[config.mk]
export PLATFORM = sky130hd
export DESIGN_NAME = mic_irq_ctrl
export DESIGN_NICKNAME = d
export VERILOG_FILES = /design/src/hw/mic_pkg.sv /design/src/hw/mic_irq_ctrl.sv /design/src/hw/mic_stack.sv
export VERILOG_INCLUDE_DIRS = /design/src /design/src/hw
export SDC_FILE = /design/constraint.sdc
export NUM_CORES = 1
export LEC_CHECK = 0
export BUFFER_PORTS_ARGS = -buffer_cell sky130_fd_sc_hd__buf_2
export CAP_MARGIN = 10
export CORE_AREA = 2 2 119 121
export CTS_BUF_LIST = sky130_fd_sc_hd__clkbuf_8
export CTS_CLUSTER_DIAMETER = 60
export DETAILED_ROUTE_END_ITERATION = 8
export DIE_AREA = 0 0 121 123
export HOLD_SLACK_MARGIN = 0.06
export PLACE_DENSITY_LB_ADDON = 0.12
export SYNTH_ARGS = -nofsm -noshare
export SYNTH_HDL_FRONTEND = slang
export SYNTH_HIERARCHICAL = 1
export SYNTH_SLANG_ARGS = --single-unit
[constraint.sdc]
create_clock -name clk -period 2.8 [get_ports clk]
set_clock_uncertainty 0.05 [all_clocks]
set_input_delay 0.14 -clock clk [delete_from_list [all_inputs] [get_ports clk]]
set_output_delay 0.14 -clock clk [all_outputs]
set_load 0.02 [all_outputs]
[src/hw/mic_defs.svh]
// register offsets, field positions, reset values, vector address and sizes for the interrupt controller
`ifndef MIC_DEFS_SVH
`define MIC_DEFS_SVH

`define MIC_ADDR_EDGE 8'hbf
`define MIC_ADDR_FLAG 8'hc8
`define MIC_ADDR_EN 8'hc9
`define MIC_ADDR_STK 8'hdf

`define MIC_BIT_PIN 0
`define MIC_BIT_BT 4
`define MIC_BIT_TC 5
`define MIC_BIT_GLOBAL_EN 7
`define MIC_EDGE_LO 3
`define MIC_EDGE_HI 4

`define MIC_EDGE_RST 2'h2
`define MIC_STK_RST 2'h3
`define MIC_VECTOR 10'h008
`define MIC_PC_W 10
`define MIC_STK_DEPTH 4

`endif

[src/hw/mic_pkg.sv]
// types shared by the interrupt controller
package mic_pkg;
   typedef enum logic [1:0] {
      MIC_EDGE_RSVD = 2'h0,
      MIC_EDGE_RISE = 2'h1,
      MIC_EDGE_FALL = 2'h2,
      MIC_EDGE_BOTH = 2'h3
   } mic_edge_t;
   typedef enum logic [1:0] {
      MIC_RUN = 2'h0,
      MIC_ENTER = 2'h1,
      MIC_SLEEP = 2'h3
   } mic_state_t;
endpackage

[src/hw/mic_irq_ctrl.sv]
// interrupt controller: enables, sticky flags, global enable, vectoring, wake latch, shadow buffer
//
// Functional notes
// - entering service clears the global enable to 0
// - return from service sets the global enable back to 1
// - taking an interrupt pushes return address, lowers stack level by 1, jumps to 8
// - enable register: pin bit 0, basic timer bit 4, timer/counter bit 5, reset 0
// - flag register: pin bit 0, basic timer bit 4, timer/counter bit 5, reset 0
// - flags stay set through vector entry; software clears them by writing 0
// - configured pin edge sets pin flag regardless of its enable
// - no vector while global enable (stack register bit 7) is 0; resets 0
// - edge field bits 4:3: 01 rise, 10 fall, 11 both; resets to falling
// - matching pin edge that wakes from power-down is latched and serviced first
// - the pin can wake the chip from power-down to normal mode
// - every basic timer overflow sets its flag regardless of enable
// - basic timer flag with enable 0 never causes a vector
// - save/restore copy accumulator and flags, less status bits, to one shadow level
// - every timer/counter overflow sets its flag regardless of enable
`timescale 1ns/1ps
`include "mic_defs.svh"
module mic_irq_ctrl (
   input wire logic clk,
   input wire logic resetn,
   input wire logic reg_wr,
   input wire logic reg_rd,
   input wire logic [7:0] reg_addr,
   input wire logic [7:0] reg_wdata,
   output logic [7:0] reg_rdata,
   input wire logic external_pin_irq,
   input wire logic basic_timer_ovf,
   input wire logic timer_counter_ovf,
   input wire logic insn_boundary,
   input wire logic [`MIC_PC_W-1:0] return_pc,
   input wire logic return_from_service,
   input wire logic powerdown_req,
   input wire logic save_req,
   input wire logic restore_req,
   input wire logic [7:0] acc_in,
   input wire logic [7:0] program_flag_in,
   output logic vector_take,
   output logic [`MIC_PC_W-1:0] pc_load,
   output logic pc_load_valid,
   output logic [7:0] acc_restore,
   output logic [7:0] program_flag_restore,
   output logic restore_valid,
   output logic asleep,
   output logic [1:0] stack_level
);
   // timeout and power-down status bits of the program flag register stay out of the shadow copy
   localparam logic [7:0] STATUS_MASK = 8'hc0;

   // ****************************************
   // pin synchroniser and edge detection
   // ****************************************
   logic s1_r, s2_r, s3_r, pin_lvl_r;
   always_ff @(posedge clk or negedge resetn) begin
      if (!resetn) begin
         s1_r <= 1'h1;
         s2_r <= 1'h1;
         s3_r <= 1'h1;
         pin_lvl_r <= 1'h1;
      end else begin
         s1_r <= external_pin_irq;
         s2_r <= s1_r;
         s3_r <= s2_r;
         if (s2_r == s3_r) begin
            pin_lvl_r <= s3_r;
         end
      end
   end

   logic [1:0] edge_mode_r;
   wire stable = (s2_r == s3_r);
   wire rise = stable && s3_r && !pin_lvl_r;
   wire fall = stable && !s3_r && pin_lvl_r;
   wire pin_match = (rise && edge_mode_r[0]) || (fall && edge_mode_r[1]);

   // ****************************************
   // register decode
   // ****************************************
   wire wr_edge = reg_wr && (reg_addr == `MIC_ADDR_EDGE);
   wire wr_flag = reg_wr && (reg_addr == `MIC_ADDR_FLAG);
   wire wr_en = reg_wr && (reg_addr == `MIC_ADDR_EN);
   wire wr_stk = reg_wr && (reg_addr == `MIC_ADDR_STK);

   logic [2:0] en_r, flag_r;
   logic global_irq_enable_r;
   logic [1:0] lvl_r;
   mic_pkg::mic_state_t st_r, st_nxt;
   logic wake_latch_r;

   wire [2:0] events = {timer_counter_ovf, basic_timer_ovf, pin_match};
   wire [2:0] flag_wr_val = {reg_wdata[`MIC_BIT_TC], reg_wdata[`MIC_BIT_BT], reg_wdata[`MIC_BIT_PIN]};
   // set beats a same-cycle software clear; vector entry never touches the flags
   wire [2:0] flag_nxt = (wr_flag ? flag_wr_val : flag_r) | events;
   wire pending = |(en_r & flag_r);
   wire take = (st_r == mic_pkg::MIC_RUN) && insn_boundary && global_irq_enable_r
      && (pending || wake_latch_r);

   // ****************************************
   // control registers
   // ****************************************
   always_ff @(posedge clk or negedge resetn) begin
      if (!resetn) begin
         en_r <= 3'h0;
         flag_r <= 3'h0;
         edge_mode_r <= `MIC_EDGE_RST;
      end else begin
         flag_r <= flag_nxt;
         if (wr_en) begin
            en_r <= flag_wr_val;
         end
         if (wr_edge) begin
            edge_mode_r <= reg_wdata[`MIC_EDGE_HI:`MIC_EDGE_LO];
         end
      end
   end

   always_ff @(posedge clk or negedge resetn) begin
      if (!resetn) begin
         global_irq_enable_r <= 1'h0;
         lvl_r <= `MIC_STK_RST;
      end else if (take) begin
         global_irq_enable_r <= 1'h0;
         lvl_r <= lvl_r - 2'h1;
      end else if (return_from_service) begin
         global_irq_enable_r <= 1'h1;
         lvl_r <= lvl_r + 2'h1;
      end else if (wr_stk) begin
         global_irq_enable_r <= reg_wdata[`MIC_BIT_GLOBAL_EN];
         lvl_r <= reg_wdata[1:0];
      end
   end

   // ****************************************
   // power-down and wake
   // ****************************************
   always_comb begin
      st_nxt = st_r;
      case (st_r)
         mic_pkg::MIC_RUN: begin
            if (take) begin
               st_nxt = mic_pkg::MIC_ENTER;
            end else if (powerdown_req) begin
               st_nxt = mic_pkg::MIC_SLEEP;
            end
         end
         mic_pkg::MIC_ENTER: begin
            st_nxt = mic_pkg::MIC_RUN;
         end
         mic_pkg::MIC_SLEEP: begin
            if (rise || fall) begin
               st_nxt = mic_pkg::MIC_RUN;
            end
         end
         default: begin
            st_nxt = mic_pkg::MIC_RUN;
         end
      endcase
   end

   always_ff @(posedge clk or negedge resetn) begin
      if (!resetn) begin
         st_r <= mic_pkg::MIC_RUN;
         wake_latch_r <= 1'h0;
      end else begin
         st_r <= st_nxt;
         // a matching wake edge forces service first even when the pin enable is off
         if (st_r == mic_pkg::MIC_SLEEP && pin_match) begin
            wake_latch_r <= 1'h1;
         end else if (take) begin
            wake_latch_r <= 1'h0;
         end
      end
   end

   // ****************************************
   // stack and vector outputs
   // ****************************************
   wire [1:0] push_addr = lvl_r - 2'h1;
   wire [1:0] pop_addr = lvl_r;
   logic [`MIC_PC_W-1:0] stk_rd;
   mic_stack u_mic_stack (
      .clk(clk),
      .resetn(resetn),
      .wr_en(take),
      .wr_addr(push_addr),
      .wr_data(return_pc),
      .rd_addr(pop_addr),
      .rd_data(stk_rd)
   );

   logic ret_d_r;
   always_ff @(posedge clk or negedge resetn) begin
      if (!resetn) begin
         vector_take <= 1'h0;
         pc_load <= 10'h000;
         pc_load_valid <= 1'h0;
         ret_d_r <= 1'h0;
      end else begin
         vector_take <= take;
         ret_d_r <= return_from_service && !take;
         pc_load_valid <= take || ret_d_r;
         if (take) begin
            pc_load <= `MIC_VECTOR;
         end else if (ret_d_r) begin
            pc_load <= stk_rd;
         end
      end
   end

   // ****************************************
   // one-level shadow buffer
   // ****************************************
   logic [7:0] sh_acc_r, sh_flag_r;
   always_ff @(posedge clk or negedge resetn) begin
      if (!resetn) begin
         sh_acc_r <= 8'h00;
         sh_flag_r <= 8'h00;
         acc_restore <= 8'h00;
         program_flag_restore <= 8'h00;
         restore_valid <= 1'h0;
      end else begin
         if (save_req) begin
            sh_acc_r <= acc_in;
            sh_flag_r <= program_flag_in & ~STATUS_MASK;
         end
         restore_valid <= restore_req;
         if (restore_req) begin
            acc_restore <= sh_acc_r;
            program_flag_restore <= (program_flag_in & STATUS_MASK) | sh_flag_r;
         end
      end
   end

   // ****************************************
   // readback
   // ****************************************
   wire [7:0] rd_val =
      (reg_addr == `MIC_ADDR_EDGE) ? {3'h0, edge_mode_r, 3'h0} :
      (reg_addr == `MIC_ADDR_FLAG) ? {2'h0, flag_r[2], flag_r[1], 3'h0, flag_r[0]} :
      (reg_addr == `MIC_ADDR_EN) ? {2'h0, en_r[2], en_r[1], 3'h0, en_r[0]} :
      (reg_addr == `MIC_ADDR_STK) ? {global_irq_enable_r, 5'h00, lvl_r} : 8'h00;

   always_ff @(posedge clk or negedge resetn) begin
      if (!resetn) begin
         reg_rdata <= 8'h00;
         asleep <= 1'h0;
         stack_level <= `MIC_STK_RST;
      end else begin
         reg_rdata <= reg_rd ? rd_val : 8'h00;
         asleep <= (st_nxt == mic_pkg::MIC_SLEEP);
         stack_level <= lvl_r;
      end
   end

   // ****************************************
   // checks
   // ****************************************
   property p_glob_clear;
      @(posedge clk) disable iff (!resetn) take |=> !global_irq_enable_r;
   endproperty
   a_glob_clear: assert property (p_glob_clear) else $error("global enable not cleared on entry");

   property p_glob_set;
      @(posedge clk) disable iff (!resetn) (return_from_service && !take) |=> global_irq_enable_r;
   endproperty
   a_glob_set: assert property (p_glob_set) else $error("global enable not set on return");

   property p_vector;
      @(posedge clk) disable iff (!resetn) take |=> (pc_load == `MIC_VECTOR) && pc_load_valid && vector_take;
   endproperty
   a_vector: assert property (p_vector) else $error("vector not loaded");

   property p_no_take_off;
      @(posedge clk) disable iff (!resetn) !global_irq_enable_r |=> !vector_take;
   endproperty
   a_no_take_off: assert property (p_no_take_off) else $error("vector taken with global enable off");

   property p_bt_set;
      @(posedge clk) disable iff (!resetn) basic_timer_ovf |=> flag_r[1];
   endproperty
   a_bt_set: assert property (p_bt_set) else $error("basic timer flag not set");

   property p_tc_set;
      @(posedge clk) disable iff (!resetn) (timer_counter_ovf && wr_flag) |=> flag_r[2];
   endproperty
   a_tc_set: assert property (p_tc_set) else $error("timer/counter set lost to clear");

   property p_sticky;
      @(posedge clk) disable iff (!resetn) (take && !wr_flag) |=> flag_r == $past(flag_r | events);
   endproperty
   a_sticky: assert property (p_sticky) else $error("flags changed on vector entry");

   property p_pin_flag;
      @(posedge clk) disable iff (!resetn) pin_match |=> flag_r[0];
   endproperty
   a_pin_flag: assert property (p_pin_flag) else $error("pin edge lost");

   property p_bt_masked;
      @(posedge clk) disable iff (!resetn)
         (global_irq_enable_r && flag_r[1] && !en_r[1] && !wake_latch_r
            && !(en_r[0] && flag_r[0]) && !(en_r[2] && flag_r[2])) |-> !take;
   endproperty
   a_bt_masked: assert property (p_bt_masked) else $error("vector for a masked basic timer flag");
endmodule

[src/hw/mic_stack.sv]
// return address stack memory with registered read data
`timescale 1ns/1ps
`include "mic_defs.svh"
module mic_stack (
   input wire logic clk,
   input wire logic resetn,
   input wire logic wr_en,
   input wire logic [1:0] wr_addr,
   input wire logic [`MIC_PC_W-1:0] wr_data,
   input wire logic [1:0] rd_addr,
   output logic [`MIC_PC_W-1:0] rd_data
);
   logic [`MIC_PC_W-1:0] mem [`MIC_STK_DEPTH];

   always_ff @(posedge clk) begin
      if (wr_en) begin
         mem[wr_addr] <= wr_data;
      end
   end

   always_ff @(posedge clk or negedge resetn) begin
      if (!resetn) begin
         rd_data <= 10'h000;
      end else begin
         rd_data <= mem[rd_addr];
      end
   end
endmodule

# == After elaboration in Yosys (flattened, before gate mapping) ==
# Memories as Yosys holds them, arrays and structs flattened. A register that Yosys moved wholly into a read port is not among the register bits.
# Index checks and enable logic that the tools add are counted.
# totals
mem_count,1
word_cells,86
in_bits,54
ramBits,40
output_inout_bits,40
ff_bits,73
# classes
add_sub_neg,2
muxes,22
eq_ne,7
n_reduce_logical,28
n_bitwise,3
# memory_table
memory,depth,width,rd,rd_ports_with_merged_regs,wr,line,rtl
u_mic_stack.mem,4,10,1,1,1,mic_stack.sv:13,logic [`MIC_PC_W-1:0] mem [`MIC_STK_DEPTH];
# op_table
operator,n
two-way mux 8 bit,5
equality test 8 bit (second input constant),4
two-way mux 10 bit,2
logical AND 1 bit,15
two-way mux 2 bit,6
bitwise OR 8 x 6 -> 8 bit,1
two-way mux 1 bit,7
equality test 2 bit (second input constant),2
zero test 1 bit,4
logical OR 1 bit,4
case mux 2 bit (2 select lines),1
nonzero test 2 bit,2
bitwise AND 3 bit,1
two-way mux 3 bit,1
bitwise OR 3 bit,1
nonzero test 3 bit,1
OR reduction 3 bit,1
adder 2 x 1 -> 2 bit (second input constant),1
zero test 2 bit,1
subtractor 2 x 1 -> 2 bit (second input constant),1
equality test 1 bit,1

# == Logic depth before layout (Yosys ltp) ==
# depth
word_depth,7
mapped_depth,7
depth_no_buf,7

# == Cells and area by module ==
# The synthesis kept the hierarchy.
# by_module_without_submodules
mod,seq_area_each_um2,cells_per_inst,area_per_inst_um2,n_inst
mic_irq_ctrl,1788.0,226,2977.9,1
mic_stack,1451.4,66,1724.2,1

# == Least setup slack after synthesis ==
# Ideal clock, no wire load.
# synth_path
path_type,register -> register
from,register st_r[1]
to,memory u_mic_stack/mem[0][0] (netlist bit) (enable)
setup_time_ps,392
synth_period_minus_slack_ps,2690
path_slack_ps,110
n_path_buf,1
stages_incl_launch_ff,8
t_arrival_ps,2248
required_ps,2358
path_cell_list,dfrtp_1 -> inv_1 -> ha_1 -> nand3_1 -> a21o_1 -> clkinv_1 -> clkbuf_1 -> nor3b_1
# synth_via
elab_chain_len,6
# synth_rtl
item,line,rtl
start: declaration,mic_irq_ctrl.sv:89,"mic_pkg::mic_state_t st_r, st_nxt;"
start signal: assignment,mic_irq_ctrl.sv:164,st_r <= mic_pkg::MIC_RUN;
start signal: assignment,mic_irq_ctrl.sv:167,st_r <= st_nxt;
zero test 2 bit,mic_irq_ctrl.sv:97,wire take = (st_r == mic_pkg::MIC_RUN) && insn_boundary && global_irq_enable_r
logical AND 1 bit (2 in a row),mic_irq_ctrl.sv:97,
logical AND 1 bit,mic_irq_ctrl.sv:98,&& (pending || wake_latch_r);
net take,mic_irq_ctrl.sv:97,
two-way mux 1 bit,mic_stack.sv:16,if (wr_en) begin
two-way mux 1 bit (not written as such),mic_stack.sv:17,mem[wr_addr] <= wr_data;
end: declaration,mic_stack.sv:13,
# The timed path passes the listed nets, and every way through them passes these cells.

# == Worst setup path in the final report ==
# layout_path
from,register st_r[1]
to,register global_irq_enable_r
# layout_via
elab_chain_len,5
elab_cells_between_ends,6
cone_classes,mux: 1; reduce/logical: 5
# layout_rtl
item,line,rtl
zero test 2 bit (*),mic_irq_ctrl.sv:97,
logical AND 1 bit (*) (2 in a row),mic_irq_ctrl.sv:97,
logical AND 1 bit (*),mic_irq_ctrl.sv:98,
nonzero test 3 bit (no line) or two-way mux 1 bit (tied branches),-,
end signal: assignment,mic_irq_ctrl.sv:130,global_irq_enable_r <= reg_wdata[`MIC_BIT_GLOBAL_EN];
end: declaration,mic_irq_ctrl.sv:87,logic global_irq_enable_r;
# Every way passes the cells marked *; elsewhere a longest branch is shown, timed or not.
# A chain may end at the register's enable or synchronous reset.

==> run metrics <==
status finished clean; Mapped Area 0.004702 sq mm; Hold WC Path Type input pin to register; Worst EP required 3.12 ns; Tmin final approximately 2.3 ns; Setup CP Type register to register; Yosys warning count 6; largest net degree at the start of global routing a little over 80; register area share after synthesis just under 70%; Yosys cell types 50; first-pass iteration count of the detailed router 4; Reg clk slew, reported paths approximately 0.07 ns; Max VDD drop about 0.35 mV; Leak approximately 2.7 nW; initial drt markers roughly 120; CTS Root Cell clkbuf_8; Final Hold Vio Count 0; Slew Viols, Final 0; Total Routed Length slightly below 10000 um; drt via density roughly 4.5; Final setup viols 0; CTS Buf Count 17; Period Utilization, post-route between 80% and 90%; n_diodes 0; grt ovf 0; commonest non-fill, non-tap cell in the layout buf_2; # IOs between 90 and 100; WL/cell between 15 and 20 um; Worst Slack Setup Final 0.5475 ns; asr flop ratio synth approximately two thirds; Area growth syn-to-layout 32.28%; RD Place Congestion 0.7563; clk_lat worst skew ~0.43 ns; PD cells 746.7 mW/mm^2; Die Ht 123 um; Worst Path Arrival about 2.6 ns; Post-DP HPWL about 6000 um; post-route setup TNS 0 ns; Hold Startpoint reg_wr; full die area around 0.015 sq mm; Max Freq about 440 MHz; Startpoint Class register; Initial Util 34.54%; crit path launch st_r[1]; Max Cap Violations 0; critical-path maximum fanout 17; crit end category register; Slew HR 30.64%; total global-route track usage 13.92%; hold path depth 4; Port-buffer cells just under 90; initial antenna violation count 0; Reg2Reg Depth 8; routed vias roughly 2900; CTS tree done; Synth Instances just under 300; ys flop type dfrtp_1; Rows 43; clk buf depth 2; Slew @ Worst Pin 1.040 ns; Post-Place Setup Slack between 0.6 and 0.7 ns; Die Wd ~120 um; Layout Nets 501; # DRC 0; Detail Route Antenna Nets 0; reg2reg start st_r[1]; unrepaired setup endpoints after global routing false; clk sinks 121; vias in the first global route approximately 3000; layout cells sized above 1 a little over two fifths; EDFF count, synth 40; FF+latch count, synth 121; Avg Synthesized Cell Area 16.10 sq um; core footprint between 0.01 and 0.015 sq mm; CTS H-Tree Depth 4; most frequent cells in the layout buf_2, dfrtp_1, dlygate4sd3_1, edfxtp_1, mux2_2; first-pass GRT wire length between 15000 and 20000 um
==> power breakdown <==
group	internal (mW)	switching [mW]
Combinational	0.411	0.505
Sequential	2.08	0.116
Clock	0.819	0.712
Total	3.31	1.33
==> worst max-delay path: stages, from the launching register on <==
cell and delay, ns:
dfrtp_1 0.39, inv_1 0.07, ha_1 0.23, nand3_1 0.12, a21o_1 0.23, clkinv_1 0.17
buf_4 0.24, a31oi_1 0.14, dlygate4sd3_1 0.55
==> per-layer routing <==
layer / wire, um / up-vias / global-route usage (%)
met5: 0 / - / 0
met2: 4713 / 83 / 23.17
met4: 200 / 0 / 6.831
met1: 4216 / 1415 / 16.35
met3: 477 / 18 / 4.428
li1: - / 1371 / -
==> through the flow <==
step,instances,util [%],hold slack [ns],cell area [sq um],power [mW]
4_1_cts,636,45.69,0.06762,6220,4.736
6_report,636,45.69,0.1027,6220,4.644
3_3_place_gp,555,39.19,0.1956,5334,3.087
5_1_grt,636,45.69,0.09679,6220,4.925
2_1_floorplan,293,-,-0.2056,4706,2.788
3_5_place_dp,555,39.19,0.2008,5334,3.111
==> synth_stat cells, types with 2 or more instances <==
cell,instances,area [sq um]
buf_4,2,15.01
clkbuf_1,3,11.26
mux2i_1,14,140.1
buf_2,2,10.01
buf_6,3,33.78
mux2_4,2,30.03
nand2b_1,2,12.51
nor2_1,17,63.81
mux4_2,10,225.2
inv_1,10,37.54
a31oi_1,2,12.51
a21oi_1,8,40.04
nor3_1,5,25.02
mux2_2,33,371.6
nand3_1,2,10.01
and3b_1,2,17.52
o21ai_0,3,15.01
dfrtp_1,72,1802
a211o_1,2,17.52
edfxtp_1,40,1201
nor2b_1,3,18.77
nand4_1,2,12.51
ha_1,4,50.05
and3_2,4,30.03
nand2_1,12,45.04
dfstp_2,9,236.5
==> flip-flops by register name (all words and copies together) (netlist names), 3 cells and up <==
signal                count
reg_rdata                 6
sh_flag_r                 6
pc_load                  10
sh_acc_r                  8
u_mic_stack/rd_data      10
en_r                      3
flag_r                    3
acc_restore               8
program_flag_restore      8
u_mic_stack/mem          40
==> cells by family (layout without fill, tap and decap cells) <==
group,after synthesis,count (layout),share of synthesized area (%)
DFF,121,121,68.89
and+or+nand+nor,60,60,7.424
muxes,59,59,16.31
AOI/OAI and AO/OA,24,24,3.566
buffers and inverters,22,185,2.474
adders and majority gates,4,4,1.064
other,1,2,0.07975
xor gates and xnor gates,1,1,0.1863
==> layout make-up <==
cell class / instances / area, sq um
fillers: 1228 / 7392
inverters: 11 / 41.29
flip-flops and latches: 121 / 3239
well taps: 180 / 225.2
clock inverters: 14 / 147.6
repair buffers: 142 / 968.4
clock buffers: 18 / 247.7
multi-input cells: 150 / 1350
==> timing repair <==
action,4_1_cts,5_1_grt
setup buffers,0,0
hold endpoints to repair,150,0
gates resized for setup,0,0
hold buffers,49,0
==> final timing paths <==
check	to	slack, ns
setup / recovery	global_irq_enable_r	0.55
hold / removal	lvl_r[1]	0.10
setup reg to reg	global_irq_enable_r	0.55
hold reg to reg	s2_r	0.31
max in group asynchronous	sh_acc_r[0]	1.66
min in group asynchronous	reg_rdata[5]	0.39
Power figures use the tool's default switching activity.
